[src/core/apc_pkg.sv]
// Constants and helpers shared by the attribute palette controller files
package apc_pkg;
  // ==========================================================
  // Host I/O port addresses
  localparam logic [15:0] APC_PORT_ATTR = 16'h03C0; // Index/data port
  localparam logic [15:0] APC_PORT_ATTR_RD = 16'h03C1; // Data read port
  localparam logic [15:0] APC_PORT_SEQ_IDX = 16'h03C4; // Sequencer index
  localparam logic [15:0] APC_PORT_SEQ_DAT = 16'h03C5; // Sequencer data
  localparam logic [15:0] APC_PORT_STAT_MONO = 16'h03BA; // Status 1, mono
  localparam logic [15:0] APC_PORT_STAT_COLOR = 16'h03DA; // Status 1, color
  localparam logic [7:0] APC_EXT_ATTR_IDX = 8'h83; // Extension index

  // ==========================================================
  // Attribute data register indices
  localparam logic [4:0] APC_IDX_PAL_LAST = 5'h0F;
  localparam logic [4:0] APC_IDX_MODE = 5'h10;
  localparam logic [4:0] APC_IDX_OVERSCAN = 5'h11;
  localparam logic [4:0] APC_IDX_PLANE_EN = 5'h12;
  localparam logic [4:0] APC_IDX_PAN = 5'h13;
  localparam logic [4:0] APC_IDX_CSEL = 5'h14;

  // ==========================================================
  // Field positions
  localparam int APC_MODE_GFX = 0; // Graphics mode
  localparam int APC_MODE_MONO = 1; // Monochrome attributes
  localparam int APC_MODE_LINEGFX = 2; // Line graphics enable
  localparam int APC_MODE_BLINK = 3; // Blink enable
  localparam int APC_MODE_PANCOMP = 5; // Pixel pan compatibility
  localparam int APC_MODE_WIDE = 6; // 256-color pixel width
  localparam int APC_MODE_ALTSRC = 7; // Alternate video source
  localparam int APC_IDX_VEN_BIT = 5; // Video enable in index byte
  localparam int APC_EXT_TOG_BIT = 7; // Toggle in extension byte

  // ==========================================================
  // Misc values
  localparam logic [7:0] APC_LINEGFX_FIRST = 8'hC0; // Line graphics codes
  localparam logic [7:0] APC_LINEGFX_LAST = 8'hDF;
  localparam int APC_BLINK_FRAMES = 16; // Frames per blink state
  localparam int APC_BLINK_W = $clog2(APC_BLINK_FRAMES) + 1;
  localparam logic [7:0] APC_REG_RST = 8'h00; // Chosen reset value

  // Either status register 1 address
  function automatic logic apc_is_stat(input logic [15:0] a);
    return (a == APC_PORT_STAT_MONO) || (a == APC_PORT_STAT_COLOR);
  endfunction
endpackage

[src/core/apc_stream_if.sv]
// Valid/ready stream carrier between the controller and its buffer
`timescale 1ns/1ps
interface apc_stream_if #(parameter int W = 8);
  logic valid; // Word offered
  logic ready; // Word taken when both high
  logic [W-1:0] data; // Word
  modport src (output valid, output data, input ready);
  modport snk (input valid, input data, output ready);
endinterface // apc_stream_if

[src/core/apc_skid.sv]
// Two-entry buffer on the video word path
`timescale 1ns/1ps
module apc_skid #(
  parameter int W = 8
) (
  input wire logic i_ref_clk,
  input wire logic i_rst_n,
  apc_stream_if.snk s_in,
  apc_stream_if.src s_out
);
  // ==========================================================
  // Storage: head entry always drives the output directly
  logic v0_q, v0_d, v1_q, v1_d; // Entry valid flags
  logic [W-1:0] d0_q, d0_d, d1_q, d1_d; // Entry words
  logic push, pop;
  logic rdy_q; // Room for a word, kept in its own flop

  // Ready only from a flop, so the source sees a clean stall
  assign s_in.ready = rdy_q;
  assign s_out.valid = v0_q;
  assign s_out.data = d0_q;
  assign push = s_in.valid && !v1_q;
  assign pop = v0_q && s_out.ready;

  // Next-state of the two entries
  always_comb begin
    v0_d = v0_q;
    v1_d = v1_q;
    d0_d = d0_q;
    d1_d = d1_q;
    if (pop && v1_q) begin
      // Tail moves to head, new word takes the tail
      d0_d = d1_q;
      v1_d = push;
      d1_d = push ? s_in.data : d1_q;
    end else if (pop) begin
      v0_d = push;
      d0_d = push ? s_in.data : d0_q;
    end else if (push && !v0_q) begin
      v0_d = 1'b1;
      d0_d = s_in.data;
    end else if (push) begin
      v1_d = 1'b1;
      d1_d = s_in.data;
    end
  end

  // Entry flops
  always_ff @(posedge i_ref_clk or negedge i_rst_n) begin
    if (!i_rst_n) begin
      v0_q <= 1'b0;
      v1_q <= 1'b0;
      rdy_q <= 1'b1;
      d0_q <= '0;
      d1_q <= '0;
    end else begin
      v0_q <= v0_d;
      v1_q <= v1_d;
      rdy_q <= !v1_d;
      d0_q <= d0_d;
      d1_q <= d1_d;
    end
  end
endmodule // apc_skid

[src/core/apc_top.sv]
// Attribute palette controller: host index/data ports, palette and video path
`timescale 1ns/1ps
module apc_top
  import apc_pkg::*;
(
  input wire logic i_ref_clk, // 40 MHz
  input wire logic i_rst_n, // Async, active low
  input wire logic [15:0] i_io_addr, // Host I/O address
  input wire logic i_io_rd, // Read strobe, one cycle
  input wire logic i_io_wr, // Write strobe, one cycle
  input wire logic [7:0] i_io_wdata, // Write data
  output logic [7:0] o_io_rdata, // Read data, held
  input wire logic i_px_valid, // Pixel offered
  output logic o_px_ready, // Pixel taken
  input wire logic [7:0] i_px_data, // Plane bits or 256-color byte
  input wire logic i_px_dot, // Text font dot
  input wire logic i_px_ninth, // Text pixel is ninth column
  input wire logic [7:0] i_px_attr, // Text attribute byte
  input wire logic [7:0] i_px_char, // Text character code
  input wire logic i_vretrace, // Vertical retrace level
  input wire logic i_line_cmp, // Line compare pulse
  input wire logic [1:0] i_byte_pan, // Preset row scan bits 6-5
  output logic [7:0] o_video, // Video word to external palette
  output logic o_video_valid, // Video word offered
  input wire logic i_video_ready, // Receiver takes word
  output logic [3:0] o_pan_count, // Pixel panning output
  output logic [1:0] o_byte_pan, // Byte panning output
  output logic o_half_rate // Shift register at half speed
);
  // ==========================================================
  // Register state
  logic [4:0] index_q; // Attribute index
  logic ven_q; // Video enable
  logic toggle_q; // 0 = index next, 1 = data next
  logic [7:0] seq_idx_q; // Sequencer index for extension port
  logic [7:0] pal_q [16]; // Palette entries
  logic [7:0] mode_q; // Mode control
  logic [7:0] ovs_q; // Overscan colour
  logic [7:0] plane_en_q; // Plane enable, stored only
  logic [7:0] pan_q; // Pixel pan shift
  logic [7:0] csel_q; // Colour select
  logic [7:0] rdata_q; // Held read data
  logic toggle_d;

  // ==========================================================
  // Host access decode
  logic wr_attr, rd_attr, rd_data, wr_seq_idx, ext_sel;
  logic wr_ext, rd_ext, rd_stat, idx_load, data_wr;
  logic [4:0] idx_new;
  logic ven_new;
  assign wr_attr = i_io_wr && (i_io_addr == APC_PORT_ATTR);
  assign rd_attr = i_io_rd && (i_io_addr == APC_PORT_ATTR);
  assign rd_data = i_io_rd && (i_io_addr == APC_PORT_ATTR_RD);
  assign wr_seq_idx = i_io_wr && (i_io_addr == APC_PORT_SEQ_IDX);
  assign ext_sel = (i_io_addr == APC_PORT_SEQ_DAT) && (seq_idx_q == APC_EXT_ATTR_IDX);
  assign wr_ext = i_io_wr && ext_sel;
  assign rd_ext = i_io_rd && ext_sel;
  assign rd_stat = i_io_rd && apc_is_stat(i_io_addr);
  // Index phase of the shared port, or the extension port
  assign idx_load = (wr_attr && !toggle_q) || wr_ext;
  assign data_wr = wr_attr && toggle_q;
  assign idx_new = i_io_wdata[4:0];
  assign ven_new = i_io_wdata[APC_IDX_VEN_BIT];

  // Toggle next value; reads of 3C0/3C1 fall to hold
  always_comb begin
    toggle_d = toggle_q;
    if (rd_stat) begin
      toggle_d = 1'b0;
    end else if (wr_ext) begin
      toggle_d = i_io_wdata[APC_EXT_TOG_BIT];
    end else if (wr_attr) begin
      toggle_d = !toggle_q;
    end
  end

  // ==========================================================
  // Palette address source
  logic [3:0] vid_addr; // Address from pixel stream
  logic [3:0] last_addr_q; // Last stream address taken
  logic [3:0] cpu_pal_addr;
  // With video on, the host hits whatever entry the stream points at
  assign cpu_pal_addr = ven_q ? last_addr_q : index_q[3:0];

  // Index, toggle and sequencer index
  always_ff @(posedge i_ref_clk or negedge i_rst_n) begin
    if (!i_rst_n) begin
      index_q <= '0;
      ven_q <= 1'b0;
      toggle_q <= 1'b0;
      seq_idx_q <= APC_REG_RST;
    end else begin
      toggle_q <= toggle_d;
      if (idx_load) begin
        index_q <= idx_new;
        ven_q <= ven_new;
      end
      if (wr_seq_idx) begin
        seq_idx_q <= i_io_wdata;
      end
    end
  end

  // Palette writes, one flop bank per entry
  genvar g;
  generate
    for (g = 0; g < 16; g++) begin : g_pal
      always_ff @(posedge i_ref_clk or negedge i_rst_n) begin
        if (!i_rst_n) begin
          pal_q[g] <= APC_REG_RST;
        end else if (data_wr && (index_q <= APC_IDX_PAL_LAST) && (cpu_pal_addr == 4'(g))) begin
          pal_q[g] <= i_io_wdata;
        end
      end
    end
  endgenerate

  // Control data registers above the palette
  always_ff @(posedge i_ref_clk or negedge i_rst_n) begin
    if (!i_rst_n) begin
      mode_q <= APC_REG_RST;
      ovs_q <= APC_REG_RST;
      plane_en_q <= APC_REG_RST;
      pan_q <= APC_REG_RST;
      csel_q <= APC_REG_RST;
    end else if (data_wr) begin
      if (index_q == APC_IDX_MODE) mode_q <= i_io_wdata;
      if (index_q == APC_IDX_OVERSCAN) ovs_q <= i_io_wdata;
      if (index_q == APC_IDX_PLANE_EN) plane_en_q <= i_io_wdata;
      if (index_q == APC_IDX_PAN) pan_q <= i_io_wdata;
      if (index_q == APC_IDX_CSEL) csel_q <= i_io_wdata;
    end
  end

  // ==========================================================
  // Read data selection; unmapped indices read zero
  logic [7:0] data_sel, idx_byte, ext_byte;
  assign data_sel = (index_q <= APC_IDX_PAL_LAST) ? pal_q[cpu_pal_addr] :
                    (index_q == APC_IDX_MODE) ? mode_q :
                    (index_q == APC_IDX_OVERSCAN) ? ovs_q :
                    (index_q == APC_IDX_PLANE_EN) ? plane_en_q :
                    (index_q == APC_IDX_PAN) ? pan_q :
                    (index_q == APC_IDX_CSEL) ? csel_q : 8'h00;
  assign idx_byte = {2'b00, ven_q, index_q};
  assign ext_byte = {toggle_q, 1'b0, ven_q, index_q};

  // Read data flop holds until the next index, data or extension read; status reads leave it
  always_ff @(posedge i_ref_clk or negedge i_rst_n) begin
    if (!i_rst_n) begin
      rdata_q <= APC_REG_RST;
    end else if (rd_attr) begin
      rdata_q <= idx_byte;
    end else if (rd_data) begin
      rdata_q <= data_sel;
    end else if (rd_ext) begin
      rdata_q <= ext_byte;
    end
  end
  assign o_io_rdata = rdata_q;

  // ==========================================================
  // Frame timing: blink counter and split-screen latch
  logic vr_q; // Retrace level last cycle
  logic vr_rise;
  logic [APC_BLINK_W-1:0] blink_cnt_q; // Frame counter
  logic phase; // Blink state
  logic split_q; // Below line compare
  logic pan_force;
  assign vr_rise = i_vretrace && !vr_q;
  // Top bit flips every 16 retraces: period of 32 frames
  assign phase = blink_cnt_q[APC_BLINK_W-1];
  assign pan_force = mode_q[APC_MODE_PANCOMP] && split_q;

  // Retrace edge, blink count and split latch
  always_ff @(posedge i_ref_clk or negedge i_rst_n) begin
    if (!i_rst_n) begin
      vr_q <= 1'b0;
      blink_cnt_q <= '0;
      split_q <= 1'b0;
    end else begin
      vr_q <= i_vretrace;
      if (vr_rise) begin
        blink_cnt_q <= blink_cnt_q + 1'b1;
      end
      // A compare in the retrace cycle still counts
      if (i_line_cmp) begin
        split_q <= 1'b1;
      end else if (vr_rise) begin
        split_q <= 1'b0;
      end
    end
  end

  // Panning and rate outputs; a forced zero count in 9-dot mode
  // still moves the picture one pixel left in the shifter
  always_ff @(posedge i_ref_clk or negedge i_rst_n) begin
    if (!i_rst_n) begin
      o_pan_count <= '0;
      o_byte_pan <= '0;
      o_half_rate <= 1'b0;
    end else begin
      o_pan_count <= pan_force ? 4'h0 : pan_q[3:0];
      o_byte_pan <= pan_force ? 2'h0 : i_byte_pan;
      o_half_rate <= mode_q[APC_MODE_WIDE];
    end
  end

  // ==========================================================
  // Pixel colour path
  logic gfx, blink_en, linegfx_code, ninth_dot, dot, txt_hide;
  logic last_dot_q; // Previous text dot (eighth column)
  logic a3;
  logic [3:0] txt_bg, txt_addr;
  logic [7:0] pal_v, mapped, color;
  logic px_take;
  assign gfx = mode_q[APC_MODE_GFX];
  assign blink_en = mode_q[APC_MODE_BLINK];
  assign linegfx_code = (i_px_char >= APC_LINEGFX_FIRST) && (i_px_char <= APC_LINEGFX_LAST);
  assign ninth_dot = mode_q[APC_MODE_LINEGFX] && linegfx_code && last_dot_q;
  assign dot = i_px_ninth ? ninth_dot : i_px_dot;
  // Blinking characters drop to background in one phase
  assign txt_hide = blink_en && i_px_attr[7] && phase;
  assign txt_bg = blink_en ? {1'b0, i_px_attr[6:4]} : i_px_attr[7:4];
  assign txt_addr = (dot && !txt_hide) ? i_px_attr[3:0] : txt_bg;
  // Palette input A3 in graphics modes
  assign a3 = !blink_en ? i_px_data[3] :
              mode_q[APC_MODE_MONO] ? phase :
              (i_px_data[3] ? phase : 1'b1);
  assign vid_addr = gfx ? {a3, i_px_data[2:0]} : txt_addr;
  assign pal_v = pal_q[vid_addr];
  assign mapped = {csel_q[3:2],
                   mode_q[APC_MODE_ALTSRC] ? csel_q[1:0] : pal_v[5:4],
                   pal_v[3:0]};
  // Video off wins; wide pixels skip the palette entirely
  assign color = !ven_q ? ovs_q :
                 mode_q[APC_MODE_WIDE] ? i_px_data : mapped;

  // ==========================================================
  // Buffer in the video path
  apc_stream_if #(.W(8)) pix_s ();
  apc_stream_if #(.W(8)) vid_s ();
  assign pix_s.valid = i_px_valid;
  assign pix_s.data = color;
  assign o_px_ready = pix_s.ready;
  assign px_take = i_px_valid && pix_s.ready;
  assign vid_s.ready = i_video_ready;
  assign o_video = vid_s.data;
  assign o_video_valid = vid_s.valid;

  apc_skid #(.W(8)) u_skid (
    .i_ref_clk(i_ref_clk),
    .i_rst_n(i_rst_n),
    .s_in(pix_s),
    .s_out(vid_s)
  );

  // Stream history for line graphics and host palette addressing
  always_ff @(posedge i_ref_clk or negedge i_rst_n) begin
    if (!i_rst_n) begin
      last_dot_q <= 1'b0;
      last_addr_q <= '0;
    end else if (px_take) begin
      last_dot_q <= i_px_dot;
      last_addr_q <= vid_addr;
    end
  end
endmodule // apc_top

[config.mk]
export PLATFORM = sky130hd
export DESIGN_NAME = apc_top
export DESIGN_NICKNAME = d
export VERILOG_FILES = /design/src/core/apc_pkg.sv /design/src/core/apc_stream_if.sv /design/src/core/apc_skid.sv /design/src/core/apc_top.sv
export SDC_FILE = /design/constraint.sdc
export NUM_CORES = 1
export LEC_CHECK = 0
export BUFFER_PORTS_ARGS = -buffer_cell sky130_fd_sc_hd__buf_2
export CAP_MARGIN = 20
export CORE_AREA = 3 3 139 141
export CTS_CLUSTER_SIZE = 12
export DETAILED_ROUTE_END_ITERATION = 10
export DIE_AREA = 0 0 142 144
export GPL_ROUTABILITY_DRIVEN = 0
export PLACE_DENSITY = 0.85
export SLEW_MARGIN = 40
export SYNTH_ARGS = -nofsm -noshare
export SYNTH_HDL_FRONTEND = slang
export SYNTH_SLANG_ARGS = --single-unit
[constraint.sdc]
create_clock -name i_ref_clk -period 6.3 [get_ports i_ref_clk]
set_clock_uncertainty 0.2 [all_clocks]
set_input_delay 1.26 -clock i_ref_clk [delete_from_list [all_inputs] [get_ports i_ref_clk]]
set_output_delay 1.26 -clock i_ref_clk [all_outputs]
set_load 0.01 [all_outputs]
Word-level counts from Yosys, hierarchy flattened. Cells that the tools add are included.

Register bits: 229. Bits in latches: 0. Bits in writable memories: 0. ROM bits: 0. Input bits: 60. Output and inout bits: 25. Logic and storage cells: 187. Memories kept: 0.

Add/sub/neg operators: 1. Multiply operators: 0. Div/mod/pow operators: 0. Order comparisons: 5. Equal/unequal tests: 30. Shift-type cells: 0. Mux-type cells: 47. Bitwise gates (word level): 3. Reductions and logical operators: 62.

Operators with widths (number): $mux W8 (21); $eq A16 B10 Y1 const B (6); $bmux W8 S4 (2); $logic_and A1 B1 Y1 (40); $eq A4 B4 Y1 const B (8); $eq A5 B5 Y1 const B (5); $mux W4 (5); $eq A4 B3 Y1 const B (4); $reduce_and A2 Y1 (8); $mux W1 (15); $mux W6 (2); $ge A5 B5 Y1 const B (2); $not A4 Y5 (2); $reduce_bool A3 Y1 (3); $eq A4 B2 Y1 const B (2); $eq A8 B8 Y1 const B (1); $ge A8 B8 Y1 const B (1); $le A8 B8 Y1 const B (1); $logic_not A1 Y1 (6); $add A5 B1 Y5 const B (1); $le A5 B4 Y1 const B (1); $eq A4 B1 Y1 const B (1); $logic_not A4 Y1 (1); $mux W2 (2); 6 further kinds (8).

Logic depth before layout (Yosys ltp).
Depth after elaboration: 19. Gate-level depth with buffers: 11. Gate-level depth less buffers: 9.

Hierarchy. From an unflattened synthesis, not the netlist that was laid out.

Cells, all modules: 961. Area total of the unflattened synthesis: 11843.9 um^2.

Modules (own cells, without submodules): apc_top (times used 1, cells each 904, area each 10974.3 um^2, seq. area each 5255.0 um^2); apc_skid (times used 1, cells each 57, area each 869.6 um^2, seq. area each 476.7 um^2).

Worst setup path before layout. No wires, ideal clock.

Kind: in2reg. From: input port i_io_addr[11]. To: register pal_q[107] (netlist name). Library setup time: 0.128 ns. Arrival: 3.602 ns. Data required time: 5.972 ns. Setup slack: 2.370 ns. Stages on the path: 7. Buffers on the path: 0. Path through: or4_1 -> or4_4 -> nor3_4 -> nand3_4 -> nor4_4 -> nand2_4 -> mux2_1.

Longest elaborated chain between the ends: 5.

Ends and longest elaborated chain: from (decl) (line apc_top.sv:8) `input wire logic [15:0] i_io_addr,`; $eq A16 B10 Y1 (line apc_top.sv:51) `assign wr_attr = i_io_wr && (i_io_addr == APC_PORT_ATTR);`; $logic_and A1 B1 Y1 (line apc_top.sv:51); $logic_and A1 B1 Y1 (line apc_top.sv:61) `assign data_wr = wr_attr && toggle_q;`; $logic_and A1 B1 Y1 (2 in series) (line apc_top.sv:111) `end else if (data_wr && (index_q <= APC_IDX_PAL_LAST) && (cpu_pal_addr == 4'(g))) begin`; to (signal, indexed assignment) (line apc_top.sv:112) `pal_q[g] <= i_io_wdata;`; to (decl) (line apc_top.sv:36) `logic [7:0] pal_q [16];`.

No other way between the ends. A chain may end at the register's enable or synchronous reset.

Worst setup path in the final report.
From: input port i_px_ninth. To: register u_skid.d0_q[1], in the netlist u_skid.s_out.data[1].

Longest elaborated chain between the ends: 13. Elaborated cells between the ends (all ways): 14. Those cells by class: 12 x mux; 1 x bitwise; 1 x reduce/logical.

Ends and longest elaborated chain: from (decl) (line apc_top.sv:17) `input wire logic i_px_ninth,`; $mux W1 * (line apc_top.sv:220) `assign dot = i_px_ninth ? ninth_dot : i_px_dot;`; $logic_and A1 B1 Y1 * (line apc_top.sv:224) `assign txt_addr = (dot && !txt_hide) ? i_px_attr[3:0] : txt_bg;`; $mux W4 * (line apc_top.sv:224); $mux W4 * (line apc_top.sv:229) `assign vid_addr = gfx ? {a3, i_px_data[2:0]} : txt_addr;`; $not A4 Y5 (not written as such) * (line apc_top.sv:230) `assign pal_v = pal_q[vid_addr];`; $bmux W8 S4 * (line apc_top.sv:230); $mux W6 (not written as such) * (2 in series) (line apc_top.sv:230); $mux W8 * (line apc_top.sv:236) `mode_q[APC_MODE_WIDE] ? i_px_data : mapped;`; $mux W8 * (line apc_top.sv:235) `assign color = !ven_q ? ovs_q :`; $mux W8 (on tied branches) (line apc_skid.sv:39, apc_skid.sv:38); $mux W8 * (line apc_skid.sv:36) `end else if (pop) begin`; $mux W8 * (line apc_skid.sv:31) `if (pop && v1_q) begin`; to (signal assigned) (line apc_skid.sv:54) `d0_q <= '0;`; to (signal assigned) (line apc_skid.sv:60) `d0_q <= d0_d;`; to (decl) (line apc_skid.sv:14) `logic [W-1:0] d0_q, d0_d, d1_q, d1_d;`.

Mark *: on every way between the ends. The rest lies on a longest branch, timed or not. The select of a mux whose other input is x is not followed.

==> results.md <==
* Power share of the combinational group at 8.4%
* Worst Setup End Kind: flop
* GR Layer Usage met3 at 5.56%
* Final period util at 71.7%
* Final WL at 32.5 mm
* Initial drt markers at 825
* Slew @ Worst Pin at 0.898 ns
* Synthesized instance count at 1106
* Critical path class: input port to flop
* Async set or reset register ratio after synthesis at 100%
* VDD IR max at 231 uV
* Clock Sinks at 229
* Fill count at 1206
* First-pass GRT wire length at 50.2 mm
* Synth top area share at 48.0%
* Clock Path Buffers at 3
* All-layer global routing usage at 31.7%
* Lkg Pwr at 6.37 nW
* Worst hold path class: flop to flop
* Final setup viols at 0
* Post-layout minimum cycle time at 4.52 ns
* Die span in y at 144 um
* Rel. slew slack at 40.1%
* R2R depth at 10
* Post-synth EDFFs at 0
* Initial Utilization at 65.7%
* Yosys warnings at 0
* Reg2reg setup slack at 2.17 ns
* Hold path start: u_skid.s_out.data[4]
* Core ar. at 0.0181 mm^2
* Mapped Area at 0.0119 mm^2
* Gr ovfl total at 0
* Post-DR wirelength/cell at 23.3 um
* Via density at 6.70
* IO buf count at 79
* Int Pwr at 2.37 mW
* Postcts setup bufs at 0
* Number of global-route vias before repair at 9265
* Root buffer cell: clkbuf_16
* Switching Power at 782 uW
* Diodes inserted at 0
* CTS tree: done
* WP data arrival at 4.69 ns
* Area Overhead vs Synth at 11.3%
* H-tree Lvls at 1
* Final Net Count at 1217
* Worst endpoint required time at 6.48 ns
* Slew Limit Fails at 0
* Cell taking the most area after synthesis: dfrtp_1
* Clock Pin Slew Worst Setup and Hold Paths at 0.06 ns
* Rows at 49
* Residual DRC at 0
* Avg Inst Size Synth at 10.7 um^2
* Die area at 0.0204 mm^2
* Register bit total from synthesis at 229
* # hold bufs at CTS at 0
* M2 GR Usage at 53.0%
* Via count at 9360
* Hold Crit Depth at 2
* Pwr Density at 239 mW/mm^2
* FF-to-FF End: u_skid.s_out.data[1]
* Max FO, Critical Path at 9
* Register area share after synthesis at 48.3%
* Io pins at 85
* Insertion delay to the later sink of the worst-skew pair at 0.52 ns
* Hpwl dp at 21.1 mm
* Share of post-route cells with drive strength above 1 at 31.3%
* Dominant synthesized flop cell: dfrtp_1
* Setup tns final at 0 ns
* Worst Hold Path EP: u_skid.s_out.data[4]
* Switching share of power at 24.8%
* Num CTS Buffers at 24
* Status: finished clean
* Max Clock Freq at 221 MHz
* Max Cap Viol at 0
* Mapped Nets at 1167
* Post-DRT Antenna Nets at 0
* Critical R2R Launch: mode_q[3]
* Met1 Usage GRT at 39.6%
* RSZ-0062 raised after global routing: false
* Initial antenna violation count at 0
* Tot Pwr at 3.16 mW
* CP Launch Type: input port
* Leading post-synthesis cells by cell area: dfrtp_1 48%, mux2_2 18%, nand2_1 6.4%
* Post-synthesis cell type count at 65
* Final hold vios at 0
* DR pass1 iterations at 5
* Clock Power Share at 41.9%
* Die Wd at 142 um
* GRT Max-Usage Layer: met2
* Flop pwr share at 49.7%
* Largest net degree at the start of global routing at 153
* Count of cells resized by post-cts repair at 0
## cells in the mapped netlist (all sizes together) (4+ instances only)
master / count
a211oi: 4
a21oi: 18
a221o: 5
a22o: 5
a22oi: 7
a311oi: 22
a31oi: 7
and2: 8
and3: 17
buf: 9
clkbuf: 65
dfrtp: 228
inv: 9
mux2: 200
mux2i: 19
mux4: 12
nand2: 220
nand3: 87
nand4: 6
nor2: 32
nor2b: 6
nor3: 14
nor4: 9
o21ai: 42
o31ai: 9
## flip-flops by register name (all words and copies together) (netlist names), 2 cells and up
signal and count:
mode_q 8, u_skid.d1_q 8, ovs_q 8, pal_q 128, o_pan_count 4, pan_q 8, u_skid.s_out.data 8, blink_cnt_q 5
seq_idx_q 8, csel_q 8, o_byte_pan 2, plane_en_q 8, o_io_rdata 8, index_q 5, last_addr_q 4
## worst max-delay path, cell delays in order
cell      delay, ns
buf_2          0.10
nand2b_1       0.17
a21boi_1       0.58
a221oi_1       0.21
nor2_2         0.74
buf_4          0.30
mux4_2         0.50
nand3_1        0.09
nand3_1        0.09
nor3_1         0.47
o21ai_0        0.17
## final cells by class
class / instances / area, um^2 / share of cell area, %
Inverter: 9 / 33.8 / 0.255
Tap cell: 229 / 287 / 2.17
Clock inverter: 3 / 15.0 / 0.114
Multi-Input combinational cell: 794 / 5870 / 44.4
Timing Repair Buffer: 98 / 584 / 4.42
Clock buffer: 35 / 703 / 5.32
Sequential cell: 229 / 5730 / 43.3
## layer usage
layer | wire (um) | vias up
met2 | 15900 | 514
met5 | 0 | -
met3 | 2640 | 138
li1 | - | 4089
met4 | 1800 | 0
met1 | 12200 | 4619
## metrics by stage
stage	instances	util, %	setup slack [ns]	cell area (um^2)	hold WS [ns]
after floorplan	1106	-	2.37	11900	0.212
after global placement	1357	68.9	1.53	12500	0.257
after detailed placement	1358	69.0	1.40	12500	0.262
after CTS	1396	73.0	1.92	13200	0.275
after global routing	1397	73.1	1.65	13200	0.307
final	1397	73.1	1.78	13200	0.272
## how the worst max path moves through the flow
stage / from / to / slack [ns] / cells past startpoint
after floorplan: i_io_addr[11] / pal_q[107] / 2.37 / 7
after global placement: i_px_ninth / u_skid.s_out.data[1] / 1.53 / 11
after detailed placement: i_px_ninth / u_skid.s_out.data[0] / 1.40 / 11
after CTS: i_px_ninth / u_skid.s_out.data[1] / 1.92 / 11
after global routing: i_px_ninth / u_skid.s_out.data[1] / 1.65 / 11
final: i_px_ninth / u_skid.s_out.data[1] / 1.78 / 11
## cells by family after synthesis
| group | after synthesis | share of synthesized area (%) |
|---|---|---|
| AOI/OAI and AO/OA | 141 | 8.14 |
| and+or+nand+nor | 415 | 17.6 |
| buffers and inverters | 83 | 2.65 |
| DFF | 229 | 48.3 |
| adders and majority gates | 1 | 0.105 |
| muxes | 231 | 22.8 |
| xor gates and xnor gates | 6 | 0.442 |
## layout by cell type, fill, tap and decap left out, types with 16 or more instances in the layout
cell and count:
nor2_1 30, and3_1 17, buf_2 78, nand2_1 204, mux2_2 189, a311oi_1 22, a21oi_1 18, o21ai_0 40
nand3_1 86, clkbuf_16 25, mux2i_1 16, buf_4 16, nand2_4 16, dfrtp_1 228
## power groups by stage
stage                     combinational [mW]  clock (mW)  sequential, mW
after floorplan                        0.143           0            1.58
after global placement                 0.250           0            1.59
after detailed placement               0.260           0            1.59
after CTS                              0.262        1.33            1.57
after global routing                   0.290        1.38            1.57
final                                  0.265        1.32            1.57
Power figures use the tool's default switching activity.
